### config.mk
export PLATFORM = sky130hd
export DESIGN_NAME = tcs_clock_select
export DESIGN_NICKNAME = d
export VERILOG_FILES = /design/src/core/tcs_pkg.sv /design/src/core/tcs_clock_select.sv
export SDC_FILE = /design/constraint.sdc
export NUM_CORES = 1
export LEC_CHECK = 0
export BUFFER_PORTS_ARGS = -buffer_cell sky130_fd_sc_hd__buf_4
export CORE_MARGIN = 2
export CORE_UTILIZATION = 40
export DETAILED_ROUTE_END_ITERATION = 12
export PLACE_DENSITY = 0.53
export SLEW_MARGIN = 20
export SYNTH_ARGS = -nofsm -noshare
export SYNTH_HDL_FRONTEND = slang
export SYNTH_SLANG_ARGS = --single-unit
### constraint.sdc
create_clock -name CORE_CLK -period 5.82 [get_ports CORE_CLK]
set_input_delay 1.746 -clock CORE_CLK [delete_from_list [all_inputs] [get_ports CORE_CLK]]
set_output_delay 1.746 -clock CORE_CLK [all_outputs]
set_load 0.01 [all_outputs]
### src/core/tcs_pkg.sv
// Constants, field layout and source codes of the timer clock source select.
// Assumes one 100 MHz peripheral clock and a plain strobe register port.
//
// How it works
// - Code 000 counts every peripheral clock; reset value.
// - Channel 0 codes 100..111 select pins A..D.
// - Channels 1, 3 code 001 divide by four.
// - Channels 1, 2 codes 100, 101: pins A, B.
// - Divide 256: channel 1 code 110, channel 3 code 100.
// - Channel 1 code 111 counts channel 2 wraps.
// - Channel 1 phase mode ignores its select.
// - Channel 2 code 010 divides by sixteen.
// - Channel 2 code 110 selects pin C.
// - Channel 2 phase mode ignores its select.
// - Channel 3 codes 110, 111: pins A, B.
// - Select field bits 2..0, independent per channel.
// - Edge choice only for divided or pin sources.
// - Control clears on power-on or standby only.

package tcs_pkg;

    // Widths
    localparam int NUM_CH = 4;
    localparam int ADDR_W = 4;
    localparam int DATA_W = 16;
    localparam int CNT_W  = 16;
    localparam int PRE_W  = 10;
    localparam int CTL_W  = 5;

    // Register map
    localparam logic [ADDR_W-1:0] ADDR_CTRL0 = 4'h0;
    localparam logic [ADDR_W-1:0] ADDR_MODE  = 4'h4;
    localparam logic [ADDR_W-1:0] ADDR_CNT0  = 4'h8;

    // Control register fields
    localparam int SEL_LSB  = 0;
    localparam int SEL_MSB  = 2;
    localparam int EDGE_LSB = 3;
    localparam int EDGE_MSB = 4;
    localparam logic [CTL_W-1:0] CTRL_RST = 5'h00;

    // Mode register bits
    localparam int MODE_PH1_BIT = 0;
    localparam int MODE_PH2_BIT = 1;
    localparam logic [1:0] MODE_RST = 2'h0;

    // Edge codes, bit 1 set means both edges
    localparam logic [1:0] EDGE_RISE = 2'h0;
    localparam logic [1:0] EDGE_FALL = 2'h1;
    localparam int EDGE_BOTH_BIT     = 1;

    // Prescaler taps as log2 of the ratio
    localparam int LG_DIV4    = 2;
    localparam int LG_DIV16   = 4;
    localparam int LG_DIV64   = 6;
    localparam int LG_DIV256  = 8;
    localparam int LG_DIV1024 = 10;

    // Counter limits
    localparam logic [CNT_W-1:0] CNT_ONE  = 16'h0001;
    localparam logic [CNT_W-1:0] CNT_ZERO = 16'h0000;
    localparam logic [CNT_W-1:0] CNT_MAX  = 16'hFFFF;
    localparam logic [PRE_W-1:0] PRE_ONE  = 10'h001;

    // Select codes
    localparam logic [2:0] SEL_C0 = 3'h0;
    localparam logic [2:0] SEL_C1 = 3'h1;
    localparam logic [2:0] SEL_C2 = 3'h2;
    localparam logic [2:0] SEL_C3 = 3'h3;
    localparam logic [2:0] SEL_C4 = 3'h4;
    localparam logic [2:0] SEL_C5 = 3'h5;
    localparam logic [2:0] SEL_C6 = 3'h6;
    localparam logic [2:0] SEL_C7 = 3'h7;

    // Pin positions in the synchroniser vectors
    localparam int PIN_A = 0;
    localparam int PIN_B = 1;
    localparam int PIN_C = 2;
    localparam int PIN_D = 3;

    // Count sources
    typedef enum logic [3:0] {
        SRC_DIV1, SRC_DIV4, SRC_DIV16, SRC_DIV64, SRC_DIV256, SRC_DIV1024,
        SRC_PIN_A, SRC_PIN_B, SRC_PIN_C, SRC_PIN_D, SRC_CASCADE
    } tcs_src_e;

endpackage

### src/core/tcs_clock_select.sv
// Clock source selection and counters for timer channels 0 to 3.
// Assumes external pins are asynchronous; phase steps come from same-clock logic.
//
// The placing of the registers and strobed register access were left to the implementer.
`timescale 1ns/1ns
`default_nettype none

module tcs_clock_select
(
    // Clock and resets
    input  wire logic                         CORE_CLK,
    input  wire logic                         SYS_RST,
    input  wire logic                         STANDBY,
    input  wire logic                         MANUAL_RST,
    // Register port
    input  wire logic [tcs_pkg::ADDR_W-1:0]   REG_ADDR,
    input  wire logic [tcs_pkg::DATA_W-1:0]   REG_WDATA,
    input  wire logic                         REG_WR,
    input  wire logic                         REG_RD,
    output logic      [tcs_pkg::DATA_W-1:0]   REG_RDATA,
    // External clock pins
    input  wire logic                         EXT_CLK_PIN_A,
    input  wire logic                         EXT_CLK_PIN_B,
    input  wire logic                         EXT_CLK_PIN_C,
    input  wire logic                         EXT_CLK_PIN_D,
    // Phase counting steps for channels 1 and 2
    input  wire logic                         PHASE_STEP1,
    input  wire logic                         PHASE_UP1,
    input  wire logic                         PHASE_STEP2,
    input  wire logic                         PHASE_UP2,
    // Count events
    output logic      [tcs_pkg::NUM_CH-1:0]   CNT_TICK,
    output logic                              CHAN2_WRAP
);

    // Whole state of the block
    typedef struct packed {
        logic [tcs_pkg::NUM_CH-1:0][tcs_pkg::CTL_W-1:0] ctrl;
        logic [1:0]                                     mode;
        logic [tcs_pkg::PRE_W-1:0]                      presc;
        logic [3:0]                                     pin_s1;
        logic [3:0]                                     pin_s2;
        logic [3:0]                                     pin_s3;
        logic [tcs_pkg::NUM_CH-1:0][tcs_pkg::CNT_W-1:0] cnt;
        logic [tcs_pkg::NUM_CH-1:0]                     tick;
        logic                                           wrap2;
        logic [tcs_pkg::DATA_W-1:0]                     rdata;
    } tcs_state_s;

    tcs_state_s st_r;
    tcs_state_s st_nxt;

    // Per-channel select decode
    function automatic tcs_pkg::tcs_src_e src_of(input int ch, input logic [2:0] sel);
        tcs_pkg::tcs_src_e s;
        s = tcs_pkg::SRC_DIV1;
        case (ch)
            0:
            begin
                case (sel)
                    tcs_pkg::SEL_C1: s = tcs_pkg::SRC_DIV4;
                    tcs_pkg::SEL_C2: s = tcs_pkg::SRC_DIV16;
                    tcs_pkg::SEL_C3: s = tcs_pkg::SRC_DIV64;
                    tcs_pkg::SEL_C4: s = tcs_pkg::SRC_PIN_A;
                    tcs_pkg::SEL_C5: s = tcs_pkg::SRC_PIN_B;
                    tcs_pkg::SEL_C6: s = tcs_pkg::SRC_PIN_C;
                    tcs_pkg::SEL_C7: s = tcs_pkg::SRC_PIN_D;
                    default:         s = tcs_pkg::SRC_DIV1;
                endcase
            end
            1:
            begin
                case (sel)
                    tcs_pkg::SEL_C1: s = tcs_pkg::SRC_DIV4;
                    tcs_pkg::SEL_C2: s = tcs_pkg::SRC_DIV16;
                    tcs_pkg::SEL_C3: s = tcs_pkg::SRC_DIV64;
                    tcs_pkg::SEL_C4: s = tcs_pkg::SRC_PIN_A;
                    tcs_pkg::SEL_C5: s = tcs_pkg::SRC_PIN_B;
                    tcs_pkg::SEL_C6: s = tcs_pkg::SRC_DIV256;
                    tcs_pkg::SEL_C7: s = tcs_pkg::SRC_CASCADE;
                    default:         s = tcs_pkg::SRC_DIV1;
                endcase
            end
            2:
            begin
                case (sel)
                    tcs_pkg::SEL_C1: s = tcs_pkg::SRC_DIV4;
                    tcs_pkg::SEL_C2: s = tcs_pkg::SRC_DIV16;
                    tcs_pkg::SEL_C3: s = tcs_pkg::SRC_DIV64;
                    tcs_pkg::SEL_C4: s = tcs_pkg::SRC_PIN_A;
                    tcs_pkg::SEL_C5: s = tcs_pkg::SRC_PIN_B;
                    tcs_pkg::SEL_C6: s = tcs_pkg::SRC_PIN_C;
                    tcs_pkg::SEL_C7: s = tcs_pkg::SRC_DIV1024;
                    default:         s = tcs_pkg::SRC_DIV1;
                endcase
            end
            default:
            begin
                case (sel)
                    tcs_pkg::SEL_C1: s = tcs_pkg::SRC_DIV4;
                    tcs_pkg::SEL_C2: s = tcs_pkg::SRC_DIV16;
                    tcs_pkg::SEL_C3: s = tcs_pkg::SRC_DIV64;
                    tcs_pkg::SEL_C4: s = tcs_pkg::SRC_DIV256;
                    tcs_pkg::SEL_C5: s = tcs_pkg::SRC_DIV1024;
                    tcs_pkg::SEL_C6: s = tcs_pkg::SRC_PIN_A;
                    tcs_pkg::SEL_C7: s = tcs_pkg::SRC_PIN_B;
                    default:         s = tcs_pkg::SRC_DIV1;
                endcase
            end
        endcase
        return s;
    endfunction

    // Rising edge of a divided clock whose level is prescaler bit lg-1
    function automatic logic presc_rise(input logic [tcs_pkg::PRE_W-1:0] p, input int lg);
        logic [tcs_pkg::PRE_W-1:0] mask;
        mask = tcs_pkg::PRE_W'((1 << lg) - 1);
        return (p & mask) == (mask >> 1);
    endfunction

    // Falling edge of the same divided clock
    function automatic logic presc_fall(input logic [tcs_pkg::PRE_W-1:0] p, input int lg);
        logic [tcs_pkg::PRE_W-1:0] mask;
        mask = tcs_pkg::PRE_W'((1 << lg) - 1);
        return (p & mask) == mask;
    endfunction

    // Pick rising, falling or both according to the edge field
    function automatic logic edge_pick(input logic rise, input logic fall, input logic [1:0] edg);
        logic hit;
        if (edg[tcs_pkg::EDGE_BOTH_BIT])
            hit = rise | fall;
        else if (edg == tcs_pkg::EDGE_FALL)
            hit = fall;
        else
            hit = rise;
        return hit;
    endfunction

    // Divided source hit, with the edge choice applied
    function automatic logic div_hit(input logic [tcs_pkg::PRE_W-1:0] p, input int lg,
                                     input logic [1:0] edg);
        return edge_pick(presc_rise(p, lg), presc_fall(p, lg), edg);
    endfunction

    // Count enable for one source in this cycle
    function automatic logic src_hit(input tcs_pkg::tcs_src_e src,
                                     input logic [1:0] edg,
                                     input logic [tcs_pkg::PRE_W-1:0] p,
                                     input logic [3:0] prise,
                                     input logic [3:0] pfall,
                                     input logic casc);
        logic hit;
        case (src)
            tcs_pkg::SRC_DIV1:    hit = 1'b1;
            tcs_pkg::SRC_DIV4:    hit = div_hit(p, tcs_pkg::LG_DIV4, edg);
            tcs_pkg::SRC_DIV16:   hit = div_hit(p, tcs_pkg::LG_DIV16, edg);
            tcs_pkg::SRC_DIV64:   hit = div_hit(p, tcs_pkg::LG_DIV64, edg);
            tcs_pkg::SRC_DIV256:  hit = div_hit(p, tcs_pkg::LG_DIV256, edg);
            tcs_pkg::SRC_DIV1024: hit = div_hit(p, tcs_pkg::LG_DIV1024, edg);
            tcs_pkg::SRC_PIN_A:
                hit = edge_pick(prise[tcs_pkg::PIN_A], pfall[tcs_pkg::PIN_A], edg);
            tcs_pkg::SRC_PIN_B:
                hit = edge_pick(prise[tcs_pkg::PIN_B], pfall[tcs_pkg::PIN_B], edg);
            tcs_pkg::SRC_PIN_C:
                hit = edge_pick(prise[tcs_pkg::PIN_C], pfall[tcs_pkg::PIN_C], edg);
            tcs_pkg::SRC_PIN_D:
                hit = edge_pick(prise[tcs_pkg::PIN_D], pfall[tcs_pkg::PIN_D], edg);
            tcs_pkg::SRC_CASCADE: hit = casc;
            default:              hit = 1'b0;
        endcase
        return hit;
    endfunction

    // Register address of a per-channel register
    function automatic logic [tcs_pkg::ADDR_W-1:0] addr_of(
        input logic [tcs_pkg::ADDR_W-1:0] base, input int ch);
        return tcs_pkg::ADDR_W'(base + tcs_pkg::ADDR_W'(ch));
    endfunction

    // Next-state logic
    always_comb
    begin
        logic [2:0]              sel;
        logic [1:0]              edg;
        logic [3:0]              prise;
        logic [3:0]              pfall;
        logic                    phase;
        logic                    hit;
        logic                    up;
        tcs_pkg::tcs_src_e       src;
        sel    = tcs_pkg::SEL_C0;
        edg    = tcs_pkg::EDGE_RISE;
        phase  = 1'b0;
        hit    = 1'b0;
        up     = 1'b1;
        src    = tcs_pkg::SRC_DIV1;
        st_nxt = st_r;

        // Pins pass two flops before any edge logic sees them
        st_nxt.pin_s1 = {EXT_CLK_PIN_D, EXT_CLK_PIN_C, EXT_CLK_PIN_B, EXT_CLK_PIN_A};
        st_nxt.pin_s2 = st_r.pin_s1;
        st_nxt.pin_s3 = st_r.pin_s2;
        prise = st_r.pin_s2 & ~st_r.pin_s3;
        pfall = ~st_r.pin_s2 & st_r.pin_s3;

        // One free-running prescaler feeds every divided source
        st_nxt.presc = tcs_pkg::PRE_W'(st_r.presc + tcs_pkg::PRE_ONE);
        st_nxt.tick  = '0;
        st_nxt.wrap2 = 1'b0;
        st_nxt.rdata = '0;

        // Channel counters; cascade uses last cycle's wrap to keep paths short
        for (int i = 0; i < tcs_pkg::NUM_CH; i++)
        begin
            sel = st_r.ctrl[i][tcs_pkg::SEL_MSB:tcs_pkg::SEL_LSB];
            edg = st_r.ctrl[i][tcs_pkg::EDGE_MSB:tcs_pkg::EDGE_LSB];
            src = src_of(i, sel);
            hit = src_hit(src, edg, st_r.presc, prise, pfall, st_r.wrap2);
            up  = 1'b1;
            phase = 1'b0;
            if (i == 1 && st_r.mode[tcs_pkg::MODE_PH1_BIT])
            begin
                phase = 1'b1;
                hit   = PHASE_STEP1;
                up    = PHASE_UP1;
            end
            if (i == 2 && st_r.mode[tcs_pkg::MODE_PH2_BIT])
            begin
                phase = 1'b1;
                hit   = PHASE_STEP2;
                up    = PHASE_UP2;
            end
            if (hit)
            begin
                st_nxt.tick[i] = 1'b1;
                if (up)
                    st_nxt.cnt[i] = tcs_pkg::CNT_W'(st_r.cnt[i] + tcs_pkg::CNT_ONE);
                else
                    st_nxt.cnt[i] = tcs_pkg::CNT_W'(st_r.cnt[i] - tcs_pkg::CNT_ONE);
                // Underflow only exists while counting down in phase mode
                if (i == 2 && ((up && st_r.cnt[i] == tcs_pkg::CNT_MAX) ||
                               (!up && phase && st_r.cnt[i] == tcs_pkg::CNT_ZERO)))
                    st_nxt.wrap2 = 1'b1;
            end
        end

        // Software writes; a write beats a count in the same cycle
        if (REG_WR)
        begin
            for (int i = 0; i < tcs_pkg::NUM_CH; i++)
            begin
                if (REG_ADDR == addr_of(tcs_pkg::ADDR_CTRL0, i))
                    st_nxt.ctrl[i] = REG_WDATA[tcs_pkg::CTL_W-1:0];
                if (REG_ADDR == addr_of(tcs_pkg::ADDR_CNT0, i))
                    st_nxt.cnt[i] = REG_WDATA[tcs_pkg::CNT_W-1:0];
            end
            if (REG_ADDR == tcs_pkg::ADDR_MODE)
                st_nxt.mode = REG_WDATA[1:0];
        end

        // Read data stands only in the cycle after the strobe
        if (REG_RD)
        begin
            for (int i = 0; i < tcs_pkg::NUM_CH; i++)
            begin
                if (REG_ADDR == addr_of(tcs_pkg::ADDR_CTRL0, i))
                    st_nxt.rdata = tcs_pkg::DATA_W'(st_r.ctrl[i]);
                if (REG_ADDR == addr_of(tcs_pkg::ADDR_CNT0, i))
                    st_nxt.rdata = st_r.cnt[i];
            end
            if (REG_ADDR == tcs_pkg::ADDR_MODE)
                st_nxt.rdata = tcs_pkg::DATA_W'(st_r.mode);
        end

        // Manual reset restarts counting but keeps the control setting
        if (MANUAL_RST)
        begin
            st_nxt.presc = '0;
            st_nxt.cnt   = '0;
            st_nxt.tick  = '0;
            st_nxt.wrap2 = 1'b0;
        end

        // Standby returns control to its power-on value
        if (STANDBY)
        begin
            for (int i = 0; i < tcs_pkg::NUM_CH; i++)
                st_nxt.ctrl[i] = tcs_pkg::CTRL_RST;
            st_nxt.mode = tcs_pkg::MODE_RST;
        end
    end

    // State register; power-on reset clears everything
    always_ff @(posedge CORE_CLK)
    begin
        if (SYS_RST)
            st_r <= '0;
        else
            st_r <= st_nxt;
    end

    // Outputs straight from flops
    assign REG_RDATA  = st_r.rdata;
    assign CNT_TICK   = st_r.tick;
    assign CHAN2_WRAP = st_r.wrap2;

endmodule

`default_nettype wire

After elaboration in Yosys (flattened, before gate mapping)
Index checks and enable logic that the tools add are counted.
{"block": "classes", "n_addsub": 7, "eq_ne": 91, "n_mux": 110, "n_bitwise": 15, "n_reduce_logical": 21}
{"operator": "2-to-1 mux 16 bit", "n": 17}
{"operator": "case mux 4 bit (7 select lines)", "n": 3}
{"operator": "2-to-1 mux 1 bit", "n": 82}
{"operator": "== test 4 x 3 -> 1 bit, second input constant", "n": 18}
{"operator": "== test 4 bit, second input constant", "n": 17}
{"operator": "adder 16 x 1 -> 16 bit, second input constant", "n": 4}
{"operator": "2-to-1 mux 64 bit", "n": 1}
{"operator": "== test 3 bit, second input constant", "n": 16}
{"operator": "case mux 1 bit (11 select lines)", "n": 4}
{"operator": "== test 4 x 2 -> 1 bit, second input constant", "n": 10}
{"operator": "subtractor 16 x 1 -> 16 bit, second input constant", "n": 2}
{"operator": "== test 3 x 2 -> 1 bit, second input constant", "n": 8}
{"operator": "case mux 3 bit (7 select lines)", "n": 1}
{"operator": "== test 4 x 1 -> 1 bit, second input constant", "n": 5}
{"operator": "zero test 4 bit", "n": 5}
{"operator": "== test 16 bit, second input constant", "n": 1}
{"operator": "zero test 16 bit", "n": 1}
{"operator": "== test 3 x 1 -> 1 bit, second input constant", "n": 4}
{"operator": "adder 10 x 1 -> 10 bit, second input constant", "n": 1}
{"operator": "== test 10 bit, second input constant", "n": 1}
{"operator": "== test 10 x 9 -> 1 bit, second input constant", "n": 1}
{"operator": "== test 2 x 1 -> 1 bit, second input constant", "n": 5}
{"operator": "AND reduction 2 bit", "n": 5}
{"operator": "OR 1 bit", "n": 9}
{"operator": "15 further kinds", "n": 23}
{"block": "totals", "register_bits": 129, "inputBits": 34, "output_inout_bits": 21, "elab_cells": 261}

Depth between registers and ports, before layout
{"block": "logic_depth", "depth_word": 10, "ltp_mapped": 12, "mapped_depth_nobuf": 12}

Worst setup path after synthesis
Ideal clock, no wire load.
{"block": "synth_timing", "path_kind": "input-to-reg", "from": "input PHASE_UP2", "to": "register st_r[67] in the netlist's numbering", "setup_ps": 133, "arrival_time_ps": 3983, "required_time_ps": 5687, "slack_ps": 1704, "cell_stages": 12, "n_path_buf": 0, "path_cell_list": "nand2b_1 inv_1 ha_1 nor2b_1 o21ai_1 a21boi_1 o2111ai_1 a21boi_1 o21a_1 or3_1 a31oi_1 a21oi_1"}
{"block": "synth_between", "elab_chain_cells": 5}
{"element": "start: declaration", "line": "tcs_clock_select.sv:30", "source": "input wire logic PHASE_UP2,"}
{"element": "2-to-1 mux 1 bit (*)", "line": "tcs_clock_select.sv:228", "source": "if (i == 2 && st_r.mode[tcs_pkg::MODE_PH2_BIT])"}
{"element": "2-to-1 mux 16 bit (*)", "line": "tcs_clock_select.sv:237", "source": "if (up)"}
{"element": "2-to-1 mux 16 bit (*)", "line": "tcs_clock_select.sv:234", "source": "if (hit)"}
{"element": "2-to-1 mux 16 bit", "line": "tcs_clock_select.sv:255", "source": "if (REG_ADDR == addr_of(tcs_pkg::ADDR_CNT0, i))"}
{"element": "2-to-1 mux 64 bit (*)", "line": "tcs_clock_select.sv:249", "source": "if (REG_WR)"}
{"element": "end signal: assignment", "line": "tcs_clock_select.sv:300", "source": "st_r <= st_nxt;"}
{"element": "end: declaration", "line": "tcs_clock_select.sv:50", "source": "tcs_state_s st_r;"}
Mark *: on every way between the ends. The rest lies on a longest branch, timed or not.
A chain may end at the register's enable or synchronous reset.

Worst setup path after layout
Ends and elaborated chain as after synthesis.

==> metrics.md <==
| Metric | Value |
|---|---|
| Most area-consuming cells after synthesis | dfxtp_1, ha_1, mux2i_1 |
| Starting Density | 40.4% |
| Dominant cell type by area after synthesis | dfxtp_1 |
| Port buffer count | 54 |
| Ys flop type | dfxtp_1 |
| Post-DP HPWL | 17,700 um |
| Max Buffers Root-to-Sink | 2 |
| N_diodes | 0 |
| FP Rows | 53 |
| Hold WC Path Type | reg2reg |
| GRT Util Overall | 22.3% |
| Total Power | 2.07 mW |
| Filler Cells Inserted | 2,146 |
| Initial antenna violation count | 0 |
| Post-synthesis adder-cell area fraction | 7.43% |
| Routed wire length | 24,100 um |
| VDD IR max | 0.194 mV |
| Startpoint types | primary input |
| Pre-CTS setup slack | 1.23 ns |
| Compound-Gate Fraction of Synth Area | 21.4% |
| Leak | 3.76 nW |
| # nets final | 1,110 |
| Run status | complete, no violations |
| DRT Pass-1 Iters | 5 |
| WP data required | 6.09 ns |
| Top-area cell type share of the netlist area | 30.6% |
| RSZ-0062 raised after global routing | false |
| Antenna viol nets, final | 0 |
| Post-Synth Simple-Gate Area | 18.4% |
| # clock sinks | 129 |
| CTS resizes | 0 |
| Met1 Use GR | 33.9% |
| GRT met3 Usage | 3.30% |
| Post-CTS setup buffer count | 0 |
| Most used routing layer | met1 |
| Cell Pwr Density | 220 nW/um^2 |
| IO Pins | 55 |
| Measured slew at the worst slew-check pin | 1.02 ns |
| Final setup violation count | 0 |
| Vias in the first global route | 6,874 |
| Syn-to-layout area delta | 11.4% |
| Global-route wire length before repair | 38,700 um |
| Worst Path Arrival | 4.43 ns |
| Clk_skew | 0.0137 ns |
| Top post-synthesis cells by count | dfxtp_1, nor2_1, a21oi_1, nand2_1, o21ai_0 |
| Mapped Area | 8450 um^2 |
| Share of layout cells above drive strength 1 | 11.1% |
| Clk_lat worst skew | 0.43 ns |
| Most common cell in the netlist | dfxtp_1 |
| GR Overflow Total | 0 |
| Crit. End Element | register |
| Largest family of logic cells by synthesized area | compound AO/OA/AOI/OAI gates |
| Setup ws final | 1.66 ns |
| Avg Vias per Cell | 5.60 |
| Clock root buffer | clkbuf_16 |
| CTS H-tree lvls | 4 |
| Die ar. | 22,300 um^2 |
| Finished Core Util | 45.0% |
| Max-Cap Viols | 0 |
| Total CTS buffers | 17 |
| Hold slack | 0.436 ns |
| Die Y | 149 um |
| Synth async-reset ratio | 0% |
| Yosys cell types | 71 |
| Seq/Total Area, Yosys | 30.6% |
| Worst-path fanout max | 15 |
| Final Hold Vio Count | 0 |
| Post-layout minimum cycle time | 4.16 ns |
| Register bit total from synthesis | 129 |
| Max-slew violation count | 0 |
| Synth Net Count | 1,115 |
| Mux cell area share after synthesis | 7.98% |
| Max transition margin | 30.1% |
| Critical path class | in2reg |
| Number of enable flip-flop cells after synthesis | 0 |
| Core area | 20,900 um^2 |
| Largest net degree at the start of global routing | 42 |
| Mapped Cells | 1,032 |
| Cts hold-fix bufs | 0 |
| Die W | 149 um |
| Met2 Use GR | 32.6% |
| TritonCTS clock tree | built |
| DR vias | 7,358 |
| Fmax | 240 MHz |
| Clock-pin slew on the worst setup and hold paths | 0.06 ns |
| XOR/XNOR Fraction of Synth Area | 7.57% |
| Synth warnings | 0 |
| DRT iter0 DRCs | 505 |
| Setup_tns | 0 ns |
| Syn_area_per_cell | 8.19 um^2 |
| Final GP Congestion | 0.817 |
| DRC violations left | 0 |
| WL/cell | 18.3 um |
| Final worst path period share | 71.5% |
-- critical path: stages --
cell and delay, ns:
buf_4 0.11, nand2b_1 0.20, inv_1 0.42, ha_1 0.37, nor2b_1 0.14, o21ai_1 0.15, a21boi_1 0.16, o2111ai_1 0.27
a21boi_1 0.12, o21a_1 0.18, or3_1 0.31, a31oi_1 0.18, a21oi_1 0.08
-- per-stage QoR --
stage | instance area [um^2] | instances
3_5_place_dp | 8850 | 1283
3_3_place_gp | 8850 | 1283
6_report | 9410 | 1315
4_1_cts | 9400 | 1315
2_1_floorplan | 8450 | 1032
5_1_grt | 9410 | 1315
-- kinds of logic (layout without fill, tap and decap cells) --
group                    count (synthesis)  count (layout)
multiplexers                            64              64
buffers and inverters                  119             127
AO/OA/AOI/OAI                          280             280
adder cells (fa/ha/maj)                 49              49
flip-flops                             129             129
AND/OR/NAND/NOR                        318             318
XOR/XNOR                                73              73
-- worst paths after layout --
kind                            startpoint          to  slack [ns]  cells past startpoint
worst max-delay path             PHASE_UP2    st_r[67]        1.66                     13
worst min-delay path            st_nxt[92]  st_nxt[88]        0.44                      1
worst max register to register   st_r[110]    st_r[33]        2.33                     10
worst min register to register  st_nxt[92]  st_nxt[88]        0.44                      1
-- state kept, by name, summed over array words and instances (netlist names) --
signal / flops
st_nxt: 8
CHAN2_WRAP: 1
REG_RDATA: 16
CNT_TICK: 4
st_r: 100
-- report_power, final --
group | leakage (nW) | total [mW] | internal, mW | switching, mW
Combinational | 2.46 | 0.157 | 0.0590 | 0.0977
Sequential | 1.04 | 0.910 | 0.897 | 0.0133
Clock | 0.261 | 1.00 | 0.577 | 0.427
Total | 3.76 | 2.07 | 1.53 | 0.538
-- routing by layer --
| layer | share of wire, % | vias up |
|---|---|---|
| met5 | 0 | - |
| li1 | - | 3689 |
| met2 | 43 | 162 |
| met3 | 4.0 | 23 |
| met1 | 52 | 3484 |
| met4 | 1.2 | 0 |
-- cell usage in the layout, fill, tap and decap left out, types with 4 or more instances in the layout --
master,count
clkinvlp_4,5
nand2_1,70
mux2_1,5
a22oi_1,12
or3_1,8
a21o_1,4
o31ai_1,5
nor2b_1,18
a211oi_1,25
and3_1,15
a222oi_1,8
and4_1,4
a2111oi_0,4
nor3_1,12
and2_1,11
buf_4,61
a221oi_1,4
xor2_1,34
a311oi_1,4
nor2_1,105
o21ai_1,11
ha_1,47
clkinv_2,4
nand4_1,16
a31oi_1,4
o21a_1,5
a22o_1,10
nand2b_1,5
clkbuf_16,17
inv_1,34
o2111ai_1,4
o211ai_1,11
nand3_1,30
a21oi_1,80
o21ai_0,68
nor4_1,6
dfxtp_1,129
mux2i_1,55
xnor2_1,39
-- area by class of cell --
cell class / instances / area [um^2] / area share (%)
flip-flops and latches: 129 / 2580 / 27.4
repair buffers: 61 / 458 / 4.87
clock inverters: 12 / 83.8 / 0.891
clock buffers: 20 / 467 / 4.96
inverters: 34 / 128 / 1.36
multi-input cells: 784 / 5350 / 56.8
well taps: 275 / 344 / 3.66
Note: power is estimated with default switching activity, not from simulation.
